## config.mk

```make
export PLATFORM = sky130hd
export DESIGN_NAME = ecc_error_irq
export DESIGN_NICKNAME = d
export VERILOG_FILES = /design/src/ecc_irq_pkg.sv /design/src/ecc_error_irq.sv
export SDC_FILE = /design/constraint.sdc
export NUM_CORES = 1
export LEC_CHECK = 0
export ABC_AREA = 1
export BUFFER_PORTS_ARGS = -buffer_cell sky130_fd_sc_hd__buf_2
export CAP_MARGIN = 40
export CELL_PAD_IN_SITES_DETAIL_PLACEMENT = 1
export CELL_PAD_IN_SITES_GLOBAL_PLACEMENT = 1
export CORE_UTILIZATION = 47
export DETAILED_ROUTE_END_ITERATION = 12
export PLACE_DENSITY_LB_ADDON = 0.3
export SLEW_MARGIN = 20
export SYNTH_ARGS = -nofsm -noshare
export SYNTH_HDL_FRONTEND = slang
export SYNTH_SLANG_ARGS = --single-unit
export TNS_END_PERCENT = 30
```

## constraint.sdc

```tcl
create_clock -name clk -period 4.47 [get_ports clk]
set_input_delay 0.447 -clock clk [delete_from_list [all_inputs] [get_ports clk]]
set_output_delay 0.447 -clock clk [all_outputs]
set_load 0.1 [all_outputs]
```

## src/ecc_irq_pkg.sv

```systemverilog
// Constants, layouts and state types of the ECC error-reporting block.
`default_nettype none
package ecc_irq_pkg;
	// ------------------------------------------------------------------
	// Sizes
	// ------------------------------------------------------------------
	localparam int PORTS = 2;
	localparam int LUT_DEPTH = 4;
	localparam int LANES = 8;
	localparam int MEM_AW = 16;
	localparam int AXI_AW = 8;
	localparam int CNT_W = 32;

	// ------------------------------------------------------------------
	// Register byte offsets
	// ------------------------------------------------------------------
	localparam logic [7:0] OFS_EN = 8'h00;
	localparam logic [7:0] OFS_EN_RST = 8'h04;
	localparam logic [7:0] OFS_MODE = 8'h08;
	localparam logic [7:0] OFS_MSTAT = 8'h0C;
	localparam logic [7:0] OFS_ISTAT = 8'h10;
	localparam logic [7:0] OFS_TEST = 8'h14;
	localparam logic [7:0] OFS_THR = 8'h18;
	localparam logic [7:0] OFS_CNT_CLR = 8'h1C;
	localparam logic [7:0] OFS_LANE = 8'h20;
	localparam logic [7:0] OFS_SADDR0 = 8'h24;
	localparam logic [7:0] OFS_SADDR1 = 8'h28;
	localparam logic [7:0] OFS_DADDR0 = 8'h2C;
	localparam logic [7:0] OFS_DADDR1 = 8'h30;
	localparam logic [7:0] OFS_CNT0 = 8'h34;
	localparam logic [7:0] OFS_CNT1 = 8'h38;
	localparam logic [7:0] OFS_LUT = 8'h40;
	localparam logic [7:0] OFS_LUT_END = 8'h60;

	// ------------------------------------------------------------------
	// Field positions
	// ------------------------------------------------------------------
	localparam int EN_BIT = 0;
	localparam int MODE_BIT = 0;
	localparam int OVF_BIT = 1;
	localparam int CMP_BIT = 2;
	localparam int CMPF_LSB = 0;
	localparam int RMWS_LSB = 2;
	localparam int RMWD_LSB = 4;
	localparam int SPEND_LSB = 0;
	localparam int DPEND_LSB = 2;
	localparam int TST_S_BIT = 0;
	localparam int TST_D_BIT = 1;
	localparam int VALID_BIT = 31;

	localparam logic [1:0] RESP_OKAY = 2'h0;
	localparam logic [1:0] RESP_SLVERR = 2'h2;
	localparam logic [CNT_W-1:0] CNT_ONE = 32'h0000_0001;
	localparam logic [CNT_W-1:0] CNT_ZERO = 32'h0000_0000;

	// ------------------------------------------------------------------
	// Carriers
	// ------------------------------------------------------------------
	typedef struct packed {
		logic single_err;
		logic double_err;
		logic rmw;
		logic [LANES-1:0] lanes;
		logic [MEM_AW-1:0] addr;
	} err_event_type;

	typedef struct packed {
		logic [PORTS-1:0] single_irq;
		logic double_irq;
	} irq_out_type;

	typedef struct packed {
		logic awvalid;
		logic [AXI_AW-1:0] awaddr;
		logic wvalid;
		logic [31:0] wdata;
		logic [3:0] wstrb;
		logic bready;
		logic arvalid;
		logic [AXI_AW-1:0] araddr;
		logic rready;
	} axi_req_type;

	typedef struct packed {
		logic awready;
		logic wready;
		logic bvalid;
		logic [1:0] bresp;
		logic arready;
		logic rvalid;
		logic [31:0] rdata;
		logic [1:0] rresp;
	} axi_resp_type;

	typedef struct packed {
		logic aw_full;
		logic [AXI_AW-1:0] aw_addr;
		logic w_full;
		logic [31:0] w_data;
		logic [3:0] w_strb;
		logic bvalid;
		logic [1:0] bresp;
		logic rvalid;
		logic [31:0] rdata;
		logic [1:0] rresp;
		logic sbe_en;
		logic mode;
		logic on_ovf;
		logic on_cmp;
		logic [CNT_W-1:0] thr;
		logic [PORTS-1:0] sing_pend;
		logic [PORTS-1:0] dbl_pend;
		logic [PORTS-1:0] cmp_flag;
		logic [PORTS-1:0] rmw_s;
		logic [PORTS-1:0] rmw_d;
		logic [LANES-1:0] lanes;
		logic [PORTS-1:0][MEM_AW-1:0] saddr;
		logic [PORTS-1:0][MEM_AW-1:0] daddr;
		logic [PORTS-1:0][CNT_W-1:0] cnt;
		logic [PORTS-1:0][LUT_DEPTH-1:0] lut_v;
		logic [PORTS-1:0][LUT_DEPTH-1:0][MEM_AW-1:0] lut_a;
	} state_type;

	localparam state_type STATE_RST = '0;
endpackage : ecc_irq_pkg
`default_nettype wire

```

## src/ecc_error_irq.sv

```systemverilog
// ECC single- and double-bit error reporting with an AXI4-Lite register file.
// Notes on behaviour
// - Separate single and double error requests out.
// - Dual-port memory: one single request per port.
// - Single request per selected cause only.
// - Log latest single error address per port while single enable is set.
// - Flag errors during partial-write read-modify-write.
// - Writing single pending bit clears single requests.
// - Enable-reset write disables single interrupts.
// - Per-lane decoder single-error status register.
// - Mode zero: interrupt on every single error.
// - Table logs new addresses only, with valid.
// - Table records nothing while mode bit zero.
// - Mode one, no overflow: interrupt per entry.
// - Overflow mode: interrupt on full-table new address.
// - Compare mode counts single errors independently while its flag is clear and the count is below threshold.
// - Count at threshold raises request, flag, pending.
// - Counter frozen while compare flag is set.
// - Counter clear zeroes count; flag clears separately.
// - Raised threshold: counting resumes from kept value.
// - Double error always interrupts and logs address.
// - Double request holds until its pending written.
// - Test bits assert requests, cleared by pending.
// - Thirty-two bit counters share one threshold.
// - Entry top bit is valid, write-one clears.
//
// Register access over AXI4-Lite and the register addresses are this design's own decisions.
`timescale 1ns/1ps
`default_nettype none
module ecc_error_irq (
	input wire logic clk,
	input wire logic rst_b,
	input wire ecc_irq_pkg::axi_req_type axi_i,
	output ecc_irq_pkg::axi_resp_type axi_o,
	input wire ecc_irq_pkg::err_event_type [ecc_irq_pkg::PORTS-1:0] err_i,
	output ecc_irq_pkg::irq_out_type irq_o
);
	ecc_irq_pkg::state_type s_q;
	ecc_irq_pkg::state_type s_d;
	logic wr_now;
	logic [ecc_irq_pkg::AXI_AW-1:0] wa;
	logic [31:0] wd;

	// ------------------------------------------------------------------
	// Register read decode
	// ------------------------------------------------------------------
	// Bit 32 of the result tells whether the address is mapped.
	function automatic logic [32:0] reg_read(
		input ecc_irq_pkg::state_type s,
		input logic [ecc_irq_pkg::AXI_AW-1:0] a
	);
		logic [32:0] r;
		logic [2:0] idx;
		r = {1'b1, 32'h0000_0000};
		idx = 3'((a - ecc_irq_pkg::OFS_LUT) >> 2);
		case (a)
			ecc_irq_pkg::OFS_EN: r[0] = s.sbe_en;
			ecc_irq_pkg::OFS_EN_RST: r[0] = 1'b0;
			ecc_irq_pkg::OFS_MODE: r[2:0] = {s.on_cmp, s.on_ovf, s.mode};
			ecc_irq_pkg::OFS_MSTAT: r[5:0] = {s.rmw_d, s.rmw_s, s.cmp_flag};
			ecc_irq_pkg::OFS_ISTAT: r[3:0] = {s.dbl_pend, s.sing_pend};
			ecc_irq_pkg::OFS_TEST: r[0] = 1'b0;
			ecc_irq_pkg::OFS_THR: r[31:0] = s.thr;
			ecc_irq_pkg::OFS_CNT_CLR: r[0] = 1'b0;
			ecc_irq_pkg::OFS_LANE: r[7:0] = s.lanes;
			ecc_irq_pkg::OFS_SADDR0: r[15:0] = s.saddr[0];
			ecc_irq_pkg::OFS_SADDR1: r[15:0] = s.saddr[1];
			ecc_irq_pkg::OFS_DADDR0: r[15:0] = s.daddr[0];
			ecc_irq_pkg::OFS_DADDR1: r[15:0] = s.daddr[1];
			ecc_irq_pkg::OFS_CNT0: r[31:0] = s.cnt[0];
			ecc_irq_pkg::OFS_CNT1: r[31:0] = s.cnt[1];
			default: begin
				if (a >= ecc_irq_pkg::OFS_LUT && a < ecc_irq_pkg::OFS_LUT_END
						&& a[1:0] == 2'h0) begin
					r[ecc_irq_pkg::VALID_BIT] = s.lut_v[idx[2]][idx[1:0]];
					r[15:0] = s.lut_a[idx[2]][idx[1:0]];
				end else begin
					r[32] = 1'b0;
				end
			end
		endcase
		return r;
	endfunction : reg_read

	// ------------------------------------------------------------------
	// Bus slave outputs
	// ------------------------------------------------------------------
	assign wr_now = s_q.aw_full && s_q.w_full && !s_q.bvalid;
	assign wa = s_q.aw_addr;
	assign wd = s_q.w_data & {{8{s_q.w_strb[3]}}, {8{s_q.w_strb[2]}},
		{8{s_q.w_strb[1]}}, {8{s_q.w_strb[0]}}};

	assign axi_o.awready = !s_q.aw_full;
	assign axi_o.wready = !s_q.w_full;
	assign axi_o.bvalid = s_q.bvalid;
	assign axi_o.bresp = s_q.bresp;
	assign axi_o.arready = !s_q.rvalid;
	assign axi_o.rvalid = s_q.rvalid;
	assign axi_o.rdata = s_q.rdata;
	assign axi_o.rresp = s_q.rresp;

	assign irq_o.single_irq = s_q.sing_pend;
	assign irq_o.double_irq = |s_q.dbl_pend;

	// ------------------------------------------------------------------
	// Next state
	// ------------------------------------------------------------------
	always_comb begin
		logic [32:0] rr;
		logic wsel;
		logic hit;
		logic full;
		logic placed;
		logic newu;
		logic match;
		logic inc;
		logic sev;
		logic [31:0] m;
		s_d = s_q;
		rr = 33'h0_0000_0000;
		wsel = 1'b0;
		hit = 1'b0;
		full = 1'b0;
		placed = 1'b0;
		newu = 1'b0;
		match = 1'b0;
		inc = 1'b0;
		sev = 1'b0;
		m = {{8{s_q.w_strb[3]}}, {8{s_q.w_strb[2]}},
			{8{s_q.w_strb[1]}}, {8{s_q.w_strb[0]}}};

		// Write channels are held until both halves are present.
		if (axi_i.awvalid && !s_q.aw_full) begin
			s_d.aw_full = 1'b1;
			s_d.aw_addr = axi_i.awaddr;
		end
		if (axi_i.wvalid && !s_q.w_full) begin
			s_d.w_full = 1'b1;
			s_d.w_data = axi_i.wdata;
			s_d.w_strb = axi_i.wstrb;
		end
		if (s_q.bvalid && axi_i.bready) begin
			s_d.bvalid = 1'b0;
		end
		if (wr_now) begin
			rr = reg_read(s_q, wa);
			s_d.aw_full = 1'b0;
			s_d.w_full = 1'b0;
			s_d.bvalid = 1'b1;
			s_d.bresp = rr[32] ? ecc_irq_pkg::RESP_OKAY
				: ecc_irq_pkg::RESP_SLVERR;
		end
		if (s_q.rvalid && axi_i.rready) begin
			s_d.rvalid = 1'b0;
		end
		if (axi_i.arvalid && !s_q.rvalid) begin
			rr = reg_read(s_q, axi_i.araddr);
			s_d.rvalid = 1'b1;
			s_d.rdata = rr[31:0];
			s_d.rresp = rr[32] ? ecc_irq_pkg::RESP_OKAY
				: ecc_irq_pkg::RESP_SLVERR;
		end

		// Plain control writes.
		if (wr_now) begin
			case (wa)
				ecc_irq_pkg::OFS_EN: begin
					if (wd[ecc_irq_pkg::EN_BIT]) begin
						s_d.sbe_en = 1'b1;
					end
				end
				ecc_irq_pkg::OFS_EN_RST: begin
					if (wd[ecc_irq_pkg::EN_BIT]) begin
						s_d.sbe_en = 1'b0;
					end
				end
				ecc_irq_pkg::OFS_MODE: begin
					if (s_q.w_strb[0]) begin
						s_d.mode = wd[ecc_irq_pkg::MODE_BIT];
						s_d.on_ovf = wd[ecc_irq_pkg::OVF_BIT];
						s_d.on_cmp = wd[ecc_irq_pkg::CMP_BIT];
					end
				end
				ecc_irq_pkg::OFS_THR: s_d.thr = (s_q.thr & ~m) | wd;
				default: s_d.thr = s_q.thr;
			endcase
		end

		// Write-one-to-clear first; hardware sets below win over them.
		wsel = wr_now && wa == ecc_irq_pkg::OFS_LANE;
		s_d.lanes = s_q.lanes & ~(wsel ? wd[7:0] : 8'h00);
		for (int p = 0; p < ecc_irq_pkg::PORTS; p++) begin
			wsel = wr_now && wa == ecc_irq_pkg::OFS_ISTAT;
			if (wsel && wd[ecc_irq_pkg::SPEND_LSB + p]) begin
				s_d.sing_pend[p] = 1'b0;
			end
			if (wsel && wd[ecc_irq_pkg::DPEND_LSB + p]) begin
				s_d.dbl_pend[p] = 1'b0;
			end
			wsel = wr_now && wa == ecc_irq_pkg::OFS_MSTAT;
			if (wsel && wd[ecc_irq_pkg::CMPF_LSB + p]) begin
				s_d.cmp_flag[p] = 1'b0;
			end
			if (wsel && wd[ecc_irq_pkg::RMWS_LSB + p]) begin
				s_d.rmw_s[p] = 1'b0;
			end
			if (wsel && wd[ecc_irq_pkg::RMWD_LSB + p]) begin
				s_d.rmw_d[p] = 1'b0;
			end
			for (int e = 0; e < ecc_irq_pkg::LUT_DEPTH; e++) begin
				if (wr_now && wd[ecc_irq_pkg::VALID_BIT] && wa ==
						ecc_irq_pkg::OFS_LUT
						+ 8'(4 * (p * ecc_irq_pkg::LUT_DEPTH + e))) begin
					s_d.lut_v[p][e] = 1'b0;
				end
			end

			// Address table search over the entries as they stood.
			hit = 1'b0;
			full = 1'b1;
			for (int e = 0; e < ecc_irq_pkg::LUT_DEPTH; e++) begin
				if (s_q.lut_v[p][e] && s_q.lut_a[p][e] == err_i[p].addr) begin
					hit = 1'b1;
				end
				full = full & s_q.lut_v[p][e];
			end
			newu = err_i[p].single_err && s_q.mode && !hit;
			placed = 1'b0;
			for (int e = 0; e < ecc_irq_pkg::LUT_DEPTH; e++) begin
				if (newu && !placed && !s_q.lut_v[p][e]) begin
					s_d.lut_v[p][e] = 1'b1;
					s_d.lut_a[p][e] = err_i[p].addr;
					placed = 1'b1;
				end
			end

			// Counter compares before counting, so a match freezes it.
			match = s_q.on_cmp && !s_q.cmp_flag[p]
				&& s_q.cnt[p] >= s_q.thr;
			inc = s_q.on_cmp && err_i[p].single_err
				&& !s_q.cmp_flag[p] && !match;
			if (wr_now && wa == ecc_irq_pkg::OFS_CNT_CLR && wd[p]) begin
				s_d.cnt[p] = ecc_irq_pkg::CNT_ZERO;
			end else if (inc) begin
				s_d.cnt[p] = s_q.cnt[p] + ecc_irq_pkg::CNT_ONE;
			end
			if (match) begin
				s_d.cmp_flag[p] = 1'b1;
			end

			// Single-bit request causes, each under its own mode.
			sev = err_i[p].single_err && (!s_q.mode
				|| (newu && (s_q.on_ovf ? full : !full)));
			if (s_q.sbe_en && (sev || match)) begin
				s_d.sing_pend[p] = 1'b1;
			end
			if (wr_now && wa == ecc_irq_pkg::OFS_TEST
					&& wd[ecc_irq_pkg::TST_S_BIT]) begin
				s_d.sing_pend[p] = 1'b1;
			end
			if (wr_now && wa == ecc_irq_pkg::OFS_TEST
					&& wd[ecc_irq_pkg::TST_D_BIT]) begin
				s_d.dbl_pend[p] = 1'b1;
			end
			if (s_q.sbe_en && err_i[p].single_err) begin
				s_d.saddr[p] = err_i[p].addr;
			end
			if (err_i[p].single_err) begin
				s_d.lanes = s_d.lanes | err_i[p].lanes;
				s_d.rmw_s[p] = s_d.rmw_s[p] | err_i[p].rmw;
			end
			if (err_i[p].double_err) begin
				s_d.dbl_pend[p] = 1'b1;
				s_d.daddr[p] = err_i[p].addr;
				s_d.rmw_d[p] = s_d.rmw_d[p] | err_i[p].rmw;
			end
		end
	end

	always_ff @(posedge clk) begin
		if (!rst_b) begin
			s_q <= ecc_irq_pkg::STATE_RST;
		end else begin
			s_q <= s_d;
		end
	end
endmodule : ecc_error_irq
`default_nettype wire

```

==> metrics.json <==
{
  "outcome": "finished, final reports clean",
  "portBuffers": 154,
  "hold_path_class": "in2reg",
  "hp_start": "axi_i[54]",
  "met2_usage_pct": 69.15,
  "max_clock_freq_mhz": 313.6,
  "clk_pin_slew_ps": 60,
  "worst_ep_arrival_time_ps": 3630,
  "die-width_um": 222.1,
  "report.final.hold_viol_count": 0,
  "cp-start-kind": "register",
  "crit_reg_reg_startpoint": "wa[4]",
  "worst_clock_skew_ps": 20.06,
  "timing_worst_setup_path_type": "reg2reg",
  "ant_nets": 0,
  "globalRouteMet1Util_pct": 43.01,
  "terminating_pin_of_the_worst_hold_path": "wa[6]",
  "synth_top_cell_area_share_pct": 35.17,
  "drcViolationCount": 0,
  "drive_above_1_share_pct": 8.888,
  "worst_path_largest_cell_delay_ps": 870,
  "total_power_uw": 8624,
  "reg2regPathDepth": 9,
  "finalWorstPathRequiredPeriod_ps": 3189,
  "synth_seq_area_share_pct": 35.17,
  "crit_path_start": "wa[4]",
  "drv.max_cap_violation_count": 0,
  "number_of_antenna_violations_at_the_first_check_in_global_routing": 5,
  "worst_hold_margin_ps": 66.77,
  "io_pins": 157,
  "timing.critical_path.to_type": "register",
  "synth-seq-cells": 400,
  "async_flop_share_pct": 0,
  "syn_std_cell_area_um2": 22770,
  "postCtsResizedCells": 0,
  "wl_um": 98490,
  "worstPathBufferInverterCount": 3,
  "min_delay_path_depth": 3,
  "final_common_cell": "sky130_fd_sc_hd__nand2_1",
  "total_gr_overflow": 0,
  "finalNonFillerCells": 4161,
  "cts.sinks": 400,
  "area_of_the_core_um2": 47750,
  "cts_tree": "built",
  "finalCritPeriodShare_pct": 71.33,
  "first_iter_violations": 1578,
  "vias_in_the_first_global_route": 24934,
  "place_congestion": 0.9812,
  "placed_cells": 4067,
  "most_used_dff_post_synth": "sky130_fd_sc_hd__dfxtp_1",
  "vias_post_dr": 24209,
  "first_pass_iters": 5,
  "worstSkewPairLatency_ps": 610,
  "grtUsageTotal_pct": 39.40,
  "yosys_warnings": 0,
  "rsz0062_at_grt": "no",
  "final_max_slew_violation_count": 0,
  "finalSetupTns_ps": 0,
  "synthDominantAreaCellType": "sky130_fd_sc_hd__dfxtp_1",
  "worst_slew_pin_slew_ps": 889.8,
  "clk_path_buf_depth": 3,
  "start_util_pct": 47.69,
  "slew_headroom_pct": 40.05,
  "cts_root_buf": "sky130_fd_sc_hd__clkbuf_16",
  "fp.dieH_um": 222.1,
  "cts.hold.buffers_added": 0,
  "crit_path_top_delay_cell": "sky130_fd_sc_hd__o21ai_0",
  "postSynthCellCount": 3491,
  "power.density_cell_area_nw_per_um2": 342.7,
  "largest_fanout_on_the_critical_path": 16,
  "leakage_uw": 0.01074,
  "global_route_hottest_layer": "met2",
  "utilization_after_layout_pct": 52.70,
  "route.detailed.wl_per_inst_um": 23.67,
  "ir_drop_mv": 0.2662,
  "synth-edff-count": 0,
  "grt_start_max_net_pins": 119,
  "std_cell_rows": 80,
  "final-setup-viol-count": 0,
  "synth_area_leaders": "sky130_fd_sc_hd__dfxtp_1, sky130_fd_sc_hd__nand2_1, sky130_fd_sc_hd__a21oi_1",
  "mostFrequentLayoutCells": "sky130_fd_sc_hd__nand2_1, sky130_fd_sc_hd__nor2_1, sky130_fd_sc_hd__dfxtp_1, sky130_fd_sc_hd__a21oi_1, sky130_fd_sc_hd__inv_1",
  "globalRouteMet3Util_pct": 5.473,
  "crit_path_cell_chain": "inv_1 > nor3_2 > inv_1 > nor2_1 > nand2_1 > inv_2 > nand2_1 > o21ai_0 > a21oi_1",
  "syn2layout_area_growth_pct": 10.52,
  "critical_path_required_ps": 4910,
  "first_pass_grt_wire_length_um": 148800,
  "clock_tree.htree_level_count": 2,
  "cts_buffers": 47,
  "yosys.cell_types.count": 48,
  "critical_path.top_delay_family": "simple AND/OR/NAND/NOR gates",
  "synthesized_area_per_cell_um2": 6.522,
  "detailed_place_hpwl_um": 74360,
  "nets": 3684,
  "vias_per_cell": 5.818,
  "register_to_register_setup_slack_ps": 1280,
  "die-area_um2": 49330,
  "cts_post_setup_buffers_inserted": 0
}
==> logic make-up after synthesis <==
family	synth area share [%]
buffers and inverters	11.28
other	0.01647
and+or+nand+nor	29.33
DFF	35.17
adders and majority gates	3.627
xor gates and xnor gates	2.808
AOI/OAI and AO/OA	17.76
==> how the worst max path moves through the flow <==
stage                     end  slack (ps)  depth (start not counted)
floorplan            register        2470                          9
global placement    axi_o[16]        1360                         10
detailed placement   axi_o[5]        1380                         10
CTS                  register        1480                          9
global route         register        1190                          9
finish               register        1280                          9
==> worst reg2reg max path, delay by kind of cell, from the launching register on <==
family,cells,cell delay [ps]
flops,1,540
compound gates,2,1020
buf+inv,3,380
simple gates,4,1090
==> where the power goes <==
part	internal, uW	switching [uW]
sequential	3630	64.2
clock	2600	1680
combinational	166	482
==> per-stage QoR <==
stage | setup slack [ps] | cell area (um^2)
CTS | 1475 | 25100
global placement | 1363 | 23240
detailed placement | 1376 | 23420
floorplan | 2470 | 22770
global route | 1193 | 25160
finish | 1281 | 25160
==> area by class of cell <==
| type | instances | area [um^2] |
|---|---|---|
| diodes | 2 | 5.005 |
| fillers | 6428 | 22580 |
| clock inverters | 20 | 340.3 |
| well taps | 615 | 769.5 |
| repair buffers | 186 | 1185 |
| flip-flops and latches | 400 | 8008 |
| inverters | 352 | 1321 |
| clock buffers | 68 | 1335 |
| multi-input cells | 2518 | 12200 |
==> Yosys cell counts, types with 22 or more instances <==
cell type and number:
sky130_fd_sc_hd__a21oi_1 382, sky130_fd_sc_hd__buf_2 43, sky130_fd_sc_hd__buf_4 64, sky130_fd_sc_hd__clkbuf_1 94, sky130_fd_sc_hd__dfxtp_1 400, sky130_fd_sc_hd__ha_1 66, sky130_fd_sc_hd__inv_1 327, sky130_fd_sc_hd__inv_2 24
sky130_fd_sc_hd__nand2_1 851, sky130_fd_sc_hd__nand3_1 145, sky130_fd_sc_hd__nand4_1 47, sky130_fd_sc_hd__nor2_1 458, sky130_fd_sc_hd__nor3_1 59, sky130_fd_sc_hd__o21ai_0 295, sky130_fd_sc_hd__o21ai_1 22, sky130_fd_sc_hd__o22ai_1 28
sky130_fd_sc_hd__xor2_1 57
==> registers in the layout, indices dropped and copies added (netlist names), named ones only <==
name	count
s_q	322
axi_o	36
wa	8
irq_o	2
==> per-layer routing <==
| metal | vias up | wire length, um |
|---|---|---|
| met1 | 11720 | 36470 |
| met2 | 870 | 48420 |
| met4 | 4 | 8229 |
| met5 | - | 23 |
| li1 | 11288 | - |
| met3 | 327 | 5341 |
No activity file was read; power rests on OpenSTA's default activity.
